$ cat src/cpu_subset_pkg.sv
// Shared constants and types for the instruction subset executor
package cpu_subset_pkg;
  localparam int INSTR_W = 14;
  localparam int DATA_W = 8;
  localparam int PC_W = 13;
  localparam int FADDR_W = 7;
  localparam int JUMP_W = 11;
  localparam int DEST_BIT = 7;
  localparam int LATCH_HI = 4;
  localparam int LATCH_LO = 3;
  localparam int OPC6_HI = 13;
  localparam int OPC6_LO = 8;
  localparam int OPC3_LO = 11;
  localparam logic [5:0] OPC_INC_SKIP = 6'h0F;
  localparam logic [5:0] OPC_DEC_SKIP = 6'h0B;
  localparam logic [5:0] OPC_INC = 6'h0A;
  localparam logic [5:0] OPC_OR_LIT = 6'h38;
  localparam logic [2:0] OPC_JUMP = 3'h5;
  localparam logic [13:0] OPC_CLEAR_ACC = 14'h0103;
  localparam logic [7:0] ACC_RESET = 8'h00;
  localparam logic [7:0] DATA_ZERO = 8'h00;
  localparam logic [7:0] DATA_ONE = 8'h01;
  localparam logic [12:0] PC_RESET = 13'h0000;
  localparam logic [12:0] PC_ONE = 13'h0001;
  localparam logic [6:0] FADDR_RESET = 7'h00;

  typedef enum logic [2:0] {
    OP_NOP,
    OP_CLEAR_ACC,
    OP_DEC_SKIP,
    OP_INC_SKIP,
    OP_INC,
    OP_OR_LIT,
    OP_JUMP
  } op_e;

  typedef enum logic {
    ST_EXEC,
    ST_FLUSH
  } state_e;
endpackage

$ cat src/instr_decode.sv
// Instruction word decoder for the executed subset
`timescale 1ns/1ps
`default_nettype none
module instr_decode
  import cpu_subset_pkg::*;
(
  input wire logic [INSTR_W-1:0] instr_i,
  output op_e op_o,
  output logic dest_file_o,
  output logic [FADDR_W-1:0] faddr_o,
  output logic [DATA_W-1:0] literal_o,
  output logic [JUMP_W-1:0] jump_k_o
);
  always_comb begin
    dest_file_o = instr_i[DEST_BIT];
    faddr_o = instr_i[FADDR_W-1:0];
    literal_o = instr_i[DATA_W-1:0];
    jump_k_o = instr_i[JUMP_W-1:0];
    if (instr_i == OPC_CLEAR_ACC) begin
      op_o = OP_CLEAR_ACC;
    end else if (instr_i[INSTR_W-1:OPC3_LO] == OPC_JUMP) begin
      op_o = OP_JUMP;
    end else begin
      case (instr_i[OPC6_HI:OPC6_LO])
        OPC_DEC_SKIP: op_o = OP_DEC_SKIP;
        OPC_INC_SKIP: op_o = OP_INC_SKIP;
        OPC_INC: op_o = OP_INC;
        OPC_OR_LIT: op_o = OP_OR_LIT;
        default: op_o = OP_NOP;
      endcase
    end
  end
endmodule
`default_nettype wire

$ cat src/subset_alu.sv
// Result, destination and flag logic for the executed subset
`timescale 1ns/1ps
`default_nettype none
module subset_alu
  import cpu_subset_pkg::*;
(
  input wire op_e op_i,
  input wire logic dest_file_i,
  input wire logic [DATA_W-1:0] acc_i,
  input wire logic [DATA_W-1:0] fdata_i,
  input wire logic [DATA_W-1:0] literal_i,
  output logic [DATA_W-1:0] result_o,
  output logic result_zero_o,
  output logic write_acc_o,
  output logic write_file_o,
  output logic write_zero_o,
  output logic skip_o
);
  always_comb begin
    result_o = DATA_ZERO;
    write_acc_o = 1'b0;
    write_file_o = 1'b0;
    write_zero_o = 1'b0;
    case (op_i)
      OP_CLEAR_ACC: begin
        write_acc_o = 1'b1;
        write_zero_o = 1'b1;
      end
      OP_DEC_SKIP: begin
        result_o = fdata_i - DATA_ONE;
        write_acc_o = !dest_file_i;
        write_file_o = dest_file_i;
      end
      OP_INC_SKIP, OP_INC: begin
        result_o = fdata_i + DATA_ONE;
        write_acc_o = !dest_file_i;
        write_file_o = dest_file_i;
        write_zero_o = (op_i == OP_INC);
      end
      OP_OR_LIT: begin
        result_o = acc_i | literal_i;
        write_acc_o = 1'b1;
        write_zero_o = 1'b1;
      end
      default: begin
        result_o = DATA_ZERO;
      end
    endcase
    result_zero_o = (result_o == DATA_ZERO);
    skip_o = ((op_i == OP_DEC_SKIP) || (op_i == OP_INC_SKIP))
      && result_zero_o;
  end
endmodule
`default_nettype wire

$ cat src/cpu_instruction_subset_exec.sv
// Execution core for clear, increment, decrement, OR-literal and jump
// Contract
// - Clear accumulator writes zero, sets zero flag
// - Decrement-skip subtracts one, routes by dest bit
// - Decrement-skip zero result replaces next with no-op
// - Nonzero skip result continues without skip cycle
// - Increment-skip adds one, routes, flags untouched
// - Increment-skip zero result replaces next with no-op
// - Jump loads 11-bit operand into counter low
// - Jump copies latch bits 4:3 to 12:11
// - Jump takes two cycles, flags untouched
// - OR-literal ORs accumulator, updates zero flag
// - Increment adds one, routes, updates zero flag
//
`timescale 1ns/1ps
`default_nettype none
module cpu_instruction_subset_exec
  import cpu_subset_pkg::*;
(
  input wire logic clk_i,
  input wire logic reset_n_i,
  input wire logic [INSTR_W-1:0] instr_i,
  input wire logic [DATA_W-1:0] file_rdata_i,
  input wire logic [DATA_W-1:0] upper_jump_latch_i,
  output logic [PC_W-1:0] program_counter_o,
  output logic [FADDR_W-1:0] file_raddr_o,
  output logic file_we_o,
  output logic [FADDR_W-1:0] file_waddr_o,
  output logic [DATA_W-1:0] file_wdata_o,
  output logic [DATA_W-1:0] accumulator_o,
  output logic zero_flag_o,
  output logic flush_o
);
  op_e dec_op;
  op_e op_w;
  state_e state_q;
  state_e state_d;
  logic dest_file_w;
  logic [FADDR_W-1:0] faddr_w;
  logic [DATA_W-1:0] literal_w;
  logic [JUMP_W-1:0] jump_k_w;
  logic [DATA_W-1:0] operand_w;
  logic [DATA_W-1:0] result_w;
  logic result_zero_w;
  logic write_acc_w;
  logic write_file_w;
  logic write_zero_w;
  logic skip_w;
  logic exec_w;
  logic [PC_W-1:0] jump_target_w;
  logic [PC_W-1:0] pc_q;
  logic [PC_W-1:0] pc_d;
  logic jump_wait_q;
  logic jump_wait_d;
  logic [DATA_W-1:0] acc_q;
  logic [DATA_W-1:0] acc_d;
  logic zero_q;
  logic zero_d;
  logic we_q;
  logic we_d;
  logic [FADDR_W-1:0] waddr_q;
  logic [FADDR_W-1:0] waddr_d;
  logic [DATA_W-1:0] wdata_q;
  logic [DATA_W-1:0] wdata_d;

  instr_decode u_decode (
    .instr_i(instr_i),
    .op_o(dec_op),
    .dest_file_o(dest_file_w),
    .faddr_o(faddr_w),
    .literal_o(literal_w),
    .jump_k_o(jump_k_w)
  );

  // Fetched word in a flush cycle is discarded and runs as a no-op
  assign exec_w = (state_q == ST_EXEC);
  assign op_w = exec_w ? dec_op : OP_NOP;

  // Forward the pending write so back-to-back file updates see fresh data
  assign operand_w = (we_q && (waddr_q == faddr_w)) ? wdata_q
    : file_rdata_i;

  subset_alu u_alu (
    .op_i(op_w),
    .dest_file_i(dest_file_w),
    .acc_i(acc_q),
    .fdata_i(operand_w),
    .literal_i(literal_w),
    .result_o(result_w),
    .result_zero_o(result_zero_w),
    .write_acc_o(write_acc_w),
    .write_file_o(write_file_w),
    .write_zero_o(write_zero_w),
    .skip_o(skip_w)
  );

  assign jump_target_w = {upper_jump_latch_i[LATCH_HI:LATCH_LO],
    jump_k_w};

  always_comb begin
    state_d = ST_EXEC;
    jump_wait_d = 1'b0;
    pc_d = pc_q + PC_ONE;
    if (!exec_w) begin
      state_d = ST_EXEC;
      // Target word is refetched after the dead cycle, so the count holds
      pc_d = jump_wait_q ? pc_q : pc_q + PC_ONE;
    end else if (op_w == OP_JUMP) begin
      // Target was loaded; its fetch waits out the dead cycle
      state_d = ST_FLUSH;
      jump_wait_d = 1'b1;
      pc_d = jump_target_w;
    end else if (skip_w) begin
      state_d = ST_FLUSH;
    end
  end

  always_comb begin
    acc_d = acc_q;
    zero_d = zero_q;
    we_d = write_file_w;
    waddr_d = faddr_w;
    wdata_d = result_w;
    if (write_acc_w) begin
      acc_d = result_w;
    end
    // Skip ops and jump leave write_zero low, so flags hold
    if (write_zero_w) begin
      zero_d = result_zero_w;
    end
  end

  always_ff @(posedge clk_i) begin
    if (!reset_n_i) begin
      state_q <= ST_EXEC;
      jump_wait_q <= 1'b0;
      pc_q <= PC_RESET;
      acc_q <= ACC_RESET;
      zero_q <= 1'b0;
      we_q <= 1'b0;
      waddr_q <= FADDR_RESET;
      wdata_q <= DATA_ZERO;
    end else begin
      state_q <= state_d;
      jump_wait_q <= jump_wait_d;
      pc_q <= pc_d;
      acc_q <= acc_d;
      zero_q <= zero_d;
      we_q <= we_d;
      waddr_q <= waddr_d;
      wdata_q <= wdata_d;
    end
  end

  assign program_counter_o = pc_q;
  assign file_raddr_o = faddr_w;
  assign file_we_o = we_q;
  assign file_waddr_o = waddr_q;
  assign file_wdata_o = wdata_q;
  assign accumulator_o = acc_q;
  assign zero_flag_o = zero_q;
  assign flush_o = !exec_w;

  property p_clear_acc;
    @(posedge clk_i) disable iff (!reset_n_i)
    (op_w == OP_CLEAR_ACC) |=> (accumulator_o == DATA_ZERO)
      && zero_flag_o && (state_q == ST_EXEC);
  endproperty
  a_clear_acc: assert property (p_clear_acc)
    else $error("clear did not zero accumulator and set zero flag");

  property p_dec_to_acc;
    @(posedge clk_i) disable iff (!reset_n_i)
    (op_w == OP_DEC_SKIP) && !dest_file_w |=>
      (accumulator_o == $past(operand_w) - DATA_ONE) && !file_we_o;
  endproperty
  a_dec_to_acc: assert property (p_dec_to_acc)
    else $error("decrement result not routed to accumulator");

  property p_skip_flags;
    @(posedge clk_i) disable iff (!reset_n_i)
    ((op_w == OP_DEC_SKIP) || (op_w == OP_INC_SKIP)
      || (op_w == OP_JUMP)) |=> $stable(zero_flag_o);
  endproperty
  a_skip_flags: assert property (p_skip_flags)
    else $error("skip or jump changed the zero flag");

  property p_dec_skip_zero;
    @(posedge clk_i) disable iff (!reset_n_i)
    (op_w == OP_DEC_SKIP) && (operand_w == DATA_ONE) |=>
      flush_o ##1 !flush_o && (program_counter_o == $past(pc_q, 2)
      + PC_ONE + PC_ONE);
  endproperty
  a_dec_skip_zero: assert property (p_dec_skip_zero)
    else $error("decrement to zero did not skip one word");

  property p_no_skip;
    @(posedge clk_i) disable iff (!reset_n_i)
    ((op_w == OP_DEC_SKIP) || (op_w == OP_INC_SKIP)) && !result_zero_w
      |=> !flush_o && (program_counter_o == $past(pc_q) + PC_ONE);
  endproperty
  a_no_skip: assert property (p_no_skip)
    else $error("nonzero skip result inserted a skip cycle");

  property p_inc_skip_file;
    @(posedge clk_i) disable iff (!reset_n_i)
    (op_w == OP_INC_SKIP) && dest_file_w |=> file_we_o
      && (file_wdata_o == $past(operand_w) + DATA_ONE)
      && $stable(accumulator_o);
  endproperty
  a_inc_skip_file: assert property (p_inc_skip_file)
    else $error("increment-skip result not written to file");

  property p_flush_idle;
    @(posedge clk_i) disable iff (!reset_n_i)
    flush_o |=> $stable(accumulator_o) && $stable(zero_flag_o)
      && !file_we_o;
  endproperty
  a_flush_idle: assert property (p_flush_idle)
    else $error("discarded instruction had an effect");

  property p_jump_target;
    @(posedge clk_i) disable iff (!reset_n_i)
    (op_w == OP_JUMP) |=> (program_counter_o == $past(jump_target_w))
      && flush_o ##1 (program_counter_o == $past(jump_target_w, 2));
  endproperty
  a_jump_target: assert property (p_jump_target)
    else $error("jump target or two-cycle timing wrong");

  property p_or_lit;
    @(posedge clk_i) disable iff (!reset_n_i)
    (op_w == OP_OR_LIT) |=>
      (accumulator_o == ($past(acc_q) | $past(literal_w)))
      && (zero_flag_o == (accumulator_o == DATA_ZERO));
  endproperty
  a_or_lit: assert property (p_or_lit)
    else $error("OR-literal result or zero flag wrong");

  property p_inc_zero;
    @(posedge clk_i) disable iff (!reset_n_i)
    (op_w == OP_INC) |=>
      (zero_flag_o == ($past(operand_w) + DATA_ONE == DATA_ZERO));
  endproperty
  a_inc_zero: assert property (p_inc_zero)
    else $error("increment did not update zero flag");

  property p_single_cycle;
    @(posedge clk_i) disable iff (!reset_n_i)
    !flush_o && (op_w != OP_JUMP) && !skip_w |=> !flush_o
      && (program_counter_o == $past(pc_q) + PC_ONE);
  endproperty
  a_single_cycle: assert property (p_single_cycle)
    else $error("plain instruction took more than one cycle");

  property p_dec_to_file;
    @(posedge clk_i) disable iff (!reset_n_i)
    (op_w == OP_DEC_SKIP) && dest_file_w |=> file_we_o
      && (file_wdata_o == $past(operand_w) - DATA_ONE)
      && (file_waddr_o == $past(faddr_w)) && $stable(accumulator_o);
  endproperty
  a_dec_to_file: assert property (p_dec_to_file)
    else $error("decrement result not routed to file register");

  property p_inc_skip_acc;
    @(posedge clk_i) disable iff (!reset_n_i)
    (op_w == OP_INC_SKIP) && !dest_file_w |=>
      (accumulator_o == $past(operand_w) + DATA_ONE) && !file_we_o;
  endproperty
  a_inc_skip_acc: assert property (p_inc_skip_acc)
    else $error("increment-skip result not routed to accumulator");

  property p_inc_skip_zero;
    @(posedge clk_i) disable iff (!reset_n_i)
    (op_w == OP_INC_SKIP) && (operand_w + DATA_ONE == DATA_ZERO) |=>
      flush_o ##1 !flush_o && (program_counter_o == $past(pc_q, 2)
      + PC_ONE + PC_ONE);
  endproperty
  a_inc_skip_zero: assert property (p_inc_skip_zero)
    else $error("increment to zero did not skip one word");

  property p_inc_to_file;
    @(posedge clk_i) disable iff (!reset_n_i)
    (op_w == OP_INC) && dest_file_w |=> file_we_o
      && (file_wdata_o == $past(operand_w) + DATA_ONE)
      && $stable(accumulator_o);
  endproperty
  a_inc_to_file: assert property (p_inc_to_file)
    else $error("increment result not written to file");

  property p_inc_to_acc;
    @(posedge clk_i) disable iff (!reset_n_i)
    (op_w == OP_INC) && !dest_file_w |=>
      (accumulator_o == $past(operand_w) + DATA_ONE) && !file_we_o;
  endproperty
  a_inc_to_acc: assert property (p_inc_to_acc)
    else $error("increment result not routed to accumulator");

  property p_jump_no_effect;
    @(posedge clk_i) disable iff (!reset_n_i)
    (op_w == OP_JUMP) |=> $stable(accumulator_o) && !file_we_o;
  endproperty
  a_jump_no_effect: assert property (p_jump_no_effect)
    else $error("jump touched accumulator or file");

  property p_nop_idle;
    @(posedge clk_i) disable iff (!reset_n_i)
    (op_w == OP_NOP) |=> $stable(accumulator_o) && $stable(zero_flag_o)
      && !file_we_o;
  endproperty
  a_nop_idle: assert property (p_nop_idle)
    else $error("no-op changed accumulator, flag or file");
endmodule
`default_nettype wire

$ cat config.mk
export PLATFORM = sky130hd
export DESIGN_NAME = cpu_instruction_subset_exec
export DESIGN_NICKNAME = d
export VERILOG_FILES = /design/src/cpu_subset_pkg.sv /design/src/instr_decode.sv /design/src/subset_alu.sv /design/src/cpu_instruction_subset_exec.sv
export SDC_FILE = /design/constraint.sdc
export NUM_CORES = 1
export LEC_CHECK = 0
export BUFFER_PORTS_ARGS = -buffer_cell sky130_fd_sc_hd__buf_2
export CAP_MARGIN = 10
export CELL_PAD_IN_SITES_DETAIL_PLACEMENT = 0
export CELL_PAD_IN_SITES_GLOBAL_PLACEMENT = 1
export CORE_MARGIN = 3
export CORE_UTILIZATION = 34
export CTS_CLUSTER_DIAMETER = 40
export CTS_CLUSTER_SIZE = 12
export DETAILED_ROUTE_END_ITERATION = 10
export PLACE_DENSITY_LB_ADDON = 0.25
export SLEW_MARGIN = 20
export SYNTH_ARGS = -nofsm -noshare
export SYNTH_HDL_FRONTEND = slang
export SYNTH_SLANG_ARGS = --single-unit
$ cat constraint.sdc
create_clock -name clk_i -period 2.81 [get_ports clk_i]
set_clock_uncertainty 0.05 [all_clocks]
set_input_delay 0 -clock clk_i [delete_from_list [all_inputs] [get_ports clk_i]]
set_output_delay 0 -clock clk_i [all_outputs]
set_load 0.1 [all_outputs]
# Word-level counts from Yosys, hierarchy flattened
# Cells that the tools add are included.
[word_totals]
reg_bits = 40
input_bits = 32
output_inout_bits = 46
elab_cells = 51
[op_classes]
n_reduce_logical = 10
bitwise_logic = 2
muxes = 14
addsub = 3
n_eq_ne = 14
[op_table]
columns = ["op", "n"]
rows = [
  ["13-bit 2-to-1 mux", 3],
  ["8-bit case mux with 3 select lines", 1],
  ["6-bit by 4-bit equality test with 1-bit output (second input constant)", 3],
  ["14-bit by 9-bit equality test with 1-bit output (second input constant)", 1],
  ["13-bit by 1-bit adder with 13-bit output (second input constant)", 1],
  ["3-bit equality test (second input constant)", 4],
  ["3-bit case mux with 4 select lines", 1],
  ["3-bit 2-to-1 mux", 3],
  ["8-bit by 1-bit adder with 8-bit output (second input constant)", 1],
  ["8-bit logical NOT", 1],
  ["8-bit 2-to-1 mux", 1],
  ["8-bit OR", 1],
  ["8-bit by 1-bit subtractor with 8-bit output (second input constant)", 1],
  ["7-bit equality test", 1],
  ["3-bit by 2-bit equality test with 1-bit output (second input constant)", 2],
  ["6-bit equality test (second input constant)", 1],
  ["2-bit OR reduction", 3],
  ["1-bit case mux with 2 select lines", 2],
  ["3-bit by 1-bit equality test with 1-bit output (second input constant)", 1],
  ["1-bit 2-to-1 mux", 3],
  ["3-bit OR reduction", 1],
  ["1-bit logical AND", 2],
  ["2-bit inequality test (second input constant)", 1],
  ["2-bit AND reduction", 1],
  ["3 further kinds", 3],
]

# Depth between registers and ports, before layout
[depth]
depth_word = 12
mapped_depth = 14
ltp_nobuf = 14

# By module
# From an unflattened synthesis, not the netlist that was laid out.
[hier_totals]
cells_unflattened = 325
area_unflattened_um2 = 2811.4
[by_module_without_submodules]
columns = ["module", "instances", "seq_area_each_um2", "cells_per_inst", "area_per_inst_um2"]
rows = [
  ["cpu_instruction_subset_exec", 1, 800.8, 198, 1905.6],
  ["subset_alu", 1, 0.0, 84, 604.3],
  ["instr_decode", 1, 0.0, 43, 301.5],
]

# Least setup slack after synthesis
# No wires, ideal clock.
[synth_path]
path_kind = "reg-to-reg"
start = "reg waddr_q[3], in the netlist file_waddr_o[3]"
end = "reg zero_q, in the netlist zero_flag_o"
slack_ps = -1024
required_ps = 2701
n_path_buf = 0
path_stages_with_launch = 13
period_less_slack_ps = 3834
arrival_ps = 3725
setup_time_ps = 59
cell_sequence = "dfxtp_1 xnor2_1 nand4_1 nor2_2 mux2_2 ha_1 inv_1 or4_4 a31oi_2 xor2_1 a21oi_1 nor4b_4 a41o_1"
[synth_between]
elab_chain_cells = 6
elab_cells_between_ends = 7
cone_classes = "add/sub (2); eq/ne (1); mux (2); reduce/logical (2)"
[synth_lines]
columns = ["element", "line", "rtl"]
rows = [
  ["start, declared", "cpu_instruction_subset_exec.sv:61", "logic [FADDR_W-1:0] waddr_q;"],
  ["start signal, assigned", "cpu_instruction_subset_exec.sv:150", "waddr_q <= waddr_d;"],
  ["7-bit equality test (*)", "cpu_instruction_subset_exec.sv:80", "assign operand_w = (we_q && (waddr_q == faddr_w)) ? wdata_q"],
  ["1-bit logical AND (*)", "cpu_instruction_subset_exec.sv:80", ""],
  ["8-bit 2-to-1 mux (*)", "cpu_instruction_subset_exec.sv:80", ""],
  ["8-bit by 1-bit adder with 8-bit output / 8-bit by 1-bit subtractor with 8-bit output (equally long branches)", "subset_alu.sv:35, subset_alu.sv:30", ""],
  ["8-bit case mux with 3 select lines (*)", "subset_alu.sv:24", "case (op_i)"],
  ["8-bit logical NOT (*)", "subset_alu.sv:49", "result_zero_o = (result_o == DATA_ZERO);"],
  ["end signal, assigned", "cpu_instruction_subset_exec.sv:148", "zero_q <= zero_d;"],
  ["end, declared", "cpu_instruction_subset_exec.sv:57", "logic zero_q;"],
]
# Mark *: on every way between the ends. The rest lies on a longest branch, timed or not.
# A chain may end at the register's enable or synchronous reset.

# Worst setup path after layout
[layout_path]
start = "reg waddr_q[3], in the netlist file_waddr_o[3]"
end = "reg state_q, in the netlist flush_o"
[layout_between]
elab_chain_cells = 9
elab_cells_between_ends = 10
cone_classes = "add/sub (2); eq/ne (1); mux (4); reduce/logical (3)"
[layout_lines]
columns = ["element", "line", "rtl"]
rows = [
  ["7-bit equality test (*)", "cpu_instruction_subset_exec.sv:80", ""],
  ["1-bit logical AND (*)", "cpu_instruction_subset_exec.sv:80", ""],
  ["8-bit 2-to-1 mux (*)", "cpu_instruction_subset_exec.sv:80", ""],
  ["8-bit by 1-bit adder with 8-bit output / 8-bit by 1-bit subtractor with 8-bit output (equally long branches)", "subset_alu.sv:35, subset_alu.sv:30", ""],
  ["8-bit case mux with 3 select lines (*)", "subset_alu.sv:24", ""],
  ["8-bit logical NOT (*)", "subset_alu.sv:49", ""],
  ["1-bit logical AND (*)", "subset_alu.sv:51", "&& result_zero_o;"],
  ["1-bit 2-to-1 mux (*)", "cpu_instruction_subset_exec.sv:113", "end else if (skip_w) begin"],
  ["1-bit 2-to-1 mux (*)", "cpu_instruction_subset_exec.sv:108", "end else if (op_w == OP_JUMP) begin"],
  ["end signal, assigned", "cpu_instruction_subset_exec.sv:144", "state_q <= state_d;"],
  ["end, declared", "cpu_instruction_subset_exec.sv:36", "state_e state_q;"],
]
# Marks and branches as above.

==> results by group <==
Global routing
  • Gr ovfl total: 0
  • GR met1 Demand/Resource: between 20 and 30%
  • Routing usage on met2: between 30 and 40%
  • Number of global-route vias before repair: about 2600
  • Wire length of the first global-routing pass: approximately 13 mm
  • Global-route track usage on met3: approximately 2.3%
  • Maximum number of pins on one net before global-route repair: 42
  • Initial antenna violation count: 0
  • Layer with the highest usage: met2
  • GRT Total Usage: a little under a fifth

Synthesis
  • Synthesized flop and latch total: 40
  • Library cell with the largest summed area after synthesis: sky130_fd_sc_hd__dfxtp_1
  • Count of flip-flops with a built-in enable after synthesis: 0
  • Cell Area, Synth: between 2000 and 3000 µm²
  • Count of mapped cells out of synthesis: between 300 and 400
  • Share of the synthesized area in the top cell type: between 30% and 40%
  • Most instantiated library cell after synthesis: sky130_fd_sc_hd__dfxtp_1
  • Post-synthesis net count: 364
  • Most frequent cells after synthesis: 40 x sky130_fd_sc_hd__dfxtp_1, 31 x sky130_fd_sc_hd__nor2_1, 29 x sky130_fd_sc_hd__nand2_1
  • Share of the yosys chip area belonging to registers: 30.7%
  • Top post-synthesis cells by area: sky130_fd_sc_hd__dfxtp_1 31%, sky130_fd_sc_hd__and2_1 5.0%, sky130_fd_sc_hd__o21ai_0 5.0%, sky130_fd_sc_hd__nor2_1 4.5%, sky130_fd_sc_hd__nand2_1 4.2%
  • Yosys warning count: 0
  • Avg Inst Size Synth: about 8.0 µm²
  • Number of distinct library cells after synthesis: 56
  • Share of synthesized registers carrying an async set or reset: 0%
  • Ys flop type: sky130_fd_sc_hd__dfxtp_1

Clocking
  • Number of sinks on the clock net: 40
  • Root Buffer Master: sky130_fd_sc_hd__clkbuf_8
  • Skew-Pair Late Insertion Delay: ~290 ps
  • TritonCTS Buffers: 5
  • Depth of the CTS H-tree: 2
  • Maximum number of buffers from clock root to sink: 2
  • Clock transition at path regs: 80 ps
  • CTS tree: done

Timing
  • Maximum achievable frequency: around 0.32 GHz
  • Period minus WS final: a little over 3000 ps
  • Slew of the pin with the lowest slew margin: about 700 ps
  • Final clock period utilization by the worst path: 110%
  • Final critical-path setup slack: -270 ps
  • Unrepaired setup endpoints after global routing: yes
  • Final Setup Violations: 10
  • Hold Slack: around 42 ps
  • Worst slew margin: 54.5%
  • Final Max Tran Viols: 0
  • Final Hold Viols: 0

Floorplanning
  • Initial cell density of the core: 35.5%
  • Row cnt: 31
  • Die Span X: slightly above 90 µm
  • Number of primary I/O pins: between 70 and 80
  • Core area: ~7300 µm²
  • Die Ht: just over 90 µm
  • Die Footprint: just under 9000 µm²

Final layout
  • Number of inserted filler cells in the final layout: 688
  • Fraction of final layout cells with drive strength greater than 1: between 40% and 50%
  • Count of nets after finishing: 484
  • Ant. Diodes: 0
  • Share of the core filled with cells in the final layout: between 50% and 60%
  • Layout overhead on the synthesized area: 50.8%

Drt
  • Pre-antenna DRT Iters: 4
  • Number of violations reported at the end of detailed-routing iteration 0: 91
  • Detailed Route WL: approximately 8 mm
  • Final routed DRC violation total: 0
  • DR WL/cell: 14.7 µm
  • Antenna Violating Nets Remaining: 0
  • Number of vias per cell after detailed routing: between 4 and 5
  • Total number of vias: roughly 2700

Flow run
  • Max Cap Viol: 0

Min path
  • Worst hold stages: 4
  • Hold crit path type: in2reg
  • End point of the worst hold path: program_counter_o[12]
  • Worst hold start: upper_jump_latch_i[4]

Worst setup path
  • Kind of end point of the critical path: flop
  • Register-to-Register Path Depth: 13
  • Nature of the critical path startpoint: flop
  • Worst r2r dst: flush_o
  • Required @ worst endpoint: 2990 ps
  • Reg2reg setup slack: -270 ps
  • Critical register-to-register path startpoint: file_waddr_o[3]
  • Arrival @ worst endpoint: 3260 ps
  • Largest fanout on the critical path: 5
  • Startpoint-to-endpoint class of the critical path: reg2reg

Power
  • Power share of the combinational group: about two fifths
  • Worst ir drop on vdd: roughly 180 µV
  • Sw power: a little under 0.7 mW
  • Relative contribution of the clock network to total power: between 20% and 30%
  • Seq pwr share: 34.8%
  • Post-layout power: approximately 1.8 mW
  • Power Dens Cells: roughly 450 nW/µm²
  • Cell-internal power: approximately 1.1 mW
  • Leak: 1.73 nW
  • Switching part of the total: 38.3%

Place
  • RePlAce Congestion: 0.768
  • Detailed-placement wirelength estimate: approximately 6 mm
  • Number of input and output port buffers inserted: 71

Status
  • Status: complete, but fails checks
  • Violated checks: negative setup slack
[worst max-delay path: stages, from the launching register on]
cell	delay (ps)
sky130_fd_sc_hd__dfxtp_4	360
sky130_fd_sc_hd__xnor2_2	140
sky130_fd_sc_hd__nand4_1	190
sky130_fd_sc_hd__nor2_4	250
sky130_fd_sc_hd__mux2_4	340
sky130_fd_sc_hd__ha_4	290
sky130_fd_sc_hd__o21a_1	140
sky130_fd_sc_hd__o21ai_2	60
sky130_fd_sc_hd__a22o_1	220
sky130_fd_sc_hd__a31oi_2	200
sky130_fd_sc_hd__mux2i_1	120
sky130_fd_sc_hd__buf_4	160
sky130_fd_sc_hd__nor4b_4	320
sky130_fd_sc_hd__o2111a_1	200
[power by group through the flow]
stage	registers, mW	clock network [mW]	logic [mW]
6_report	0.614	0.479	0.672
5_1_grt	0.618	0.523	0.714
4_1_cts	0.614	0.495	0.642
3_5_place_dp	0.626	0	0.589
3_3_place_gp	0.626	0	0.585
2_1_floorplan	0.807	0	0.241
[per-layer routing]
metal	up-vias	wire [µm]
met4	0	95
li1	1385	-
met2	69	3760
met5	-	0
met3	7	408
met1	1257	3760
[placed cells by master (no fill, tap or decap), types with 7 or more instances in the layout]
master / n
sky130_fd_sc_hd__a21oi_1: 13
sky130_fd_sc_hd__and2_1: 19
sky130_fd_sc_hd__nor2_1: 28
sky130_fd_sc_hd__nor2b_1: 13
sky130_fd_sc_hd__dfxtp_1: 30
sky130_fd_sc_hd__nand3_1: 10
sky130_fd_sc_hd__o21ai_0: 22
sky130_fd_sc_hd__nand2_1: 27
sky130_fd_sc_hd__nor3_1: 7
sky130_fd_sc_hd__buf_4: 56
sky130_fd_sc_hd__dfxtp_4: 8
sky130_fd_sc_hd__buf_2: 71
[area by class of cell]
cell class | count | area (µm²) | area share, %
flip-flops and latches | 40 | 833 | 21.2
clock buffers | 5 | 68.8 | 1.75
repair buffers | 132 | 840 | 21.4
well taps | 99 | 124 | 3.15
multi-input cells | 258 | 1990 | 50.7
clock inverters | 3 | 42.5 | 1.08
inverters | 7 | 26.3 | 0.669
[worst max-delay path by stage]
stage,startpoint,to,cells after the start,slack (ps)
after floorplan,file_waddr_o[5],flush_o,12,-390
after global placement,file_waddr_o[5],zero_flag_o,12,-290
after detailed placement,file_waddr_o[5],zero_flag_o,12,-380
after CTS,file_waddr_o[3],flush_o,12,-260
after global routing,file_waddr_o[3],zero_flag_o,13,-420
final,file_waddr_o[3],flush_o,13,-270
[cell families (layout without fill, tap and decap cells)]
family,Yosys count,after routing,share of synthesized area (%)
muxes,11,11,4.51
buffers and inverters,26,147,5.00
AOI/OAI and AO/OA,80,80,20.4
adders and majority gates,8,8,4.13
xor gates and xnor gates,12,12,4.03
and+or+nand+nor,147,147,31.2
DFF,40,40,30.7
[stage by stage]
step / TNS (ps) / std cells / cell area, µm² / worst slack (ps)
finish: -1530 / 544 / 3930 / -270
global route: -3110 / 544 / 3930 / -421
global placement: -1960 / 525 / 3470 / -286
detailed placement: -2730 / 525 / 3470 / -384
CTS: -1290 / 539 / 3810 / -263
floorplan: -2360 / 324 / 2710 / -392
[flip-flops by register name, summed over array words and instances, names as in the netlist]
name               count
file_we_o              1
program_counter_o     13
jump_wait_q            1
accumulator_o          8
file_wdata_o           8
flush_o                1
zero_flag_o            1
file_waddr_o           7
[repair_timing]
action | CTS | global route
gates resized for setup | 26 | 23
hold buffers | 0 | 1
setup endpoints to repair | 12 | 12
buffers inserted | 6 | 4
hold endpoints to repair | 0 | 1
pin swaps | 24 | 13
(Power assumes the default switching activity.)
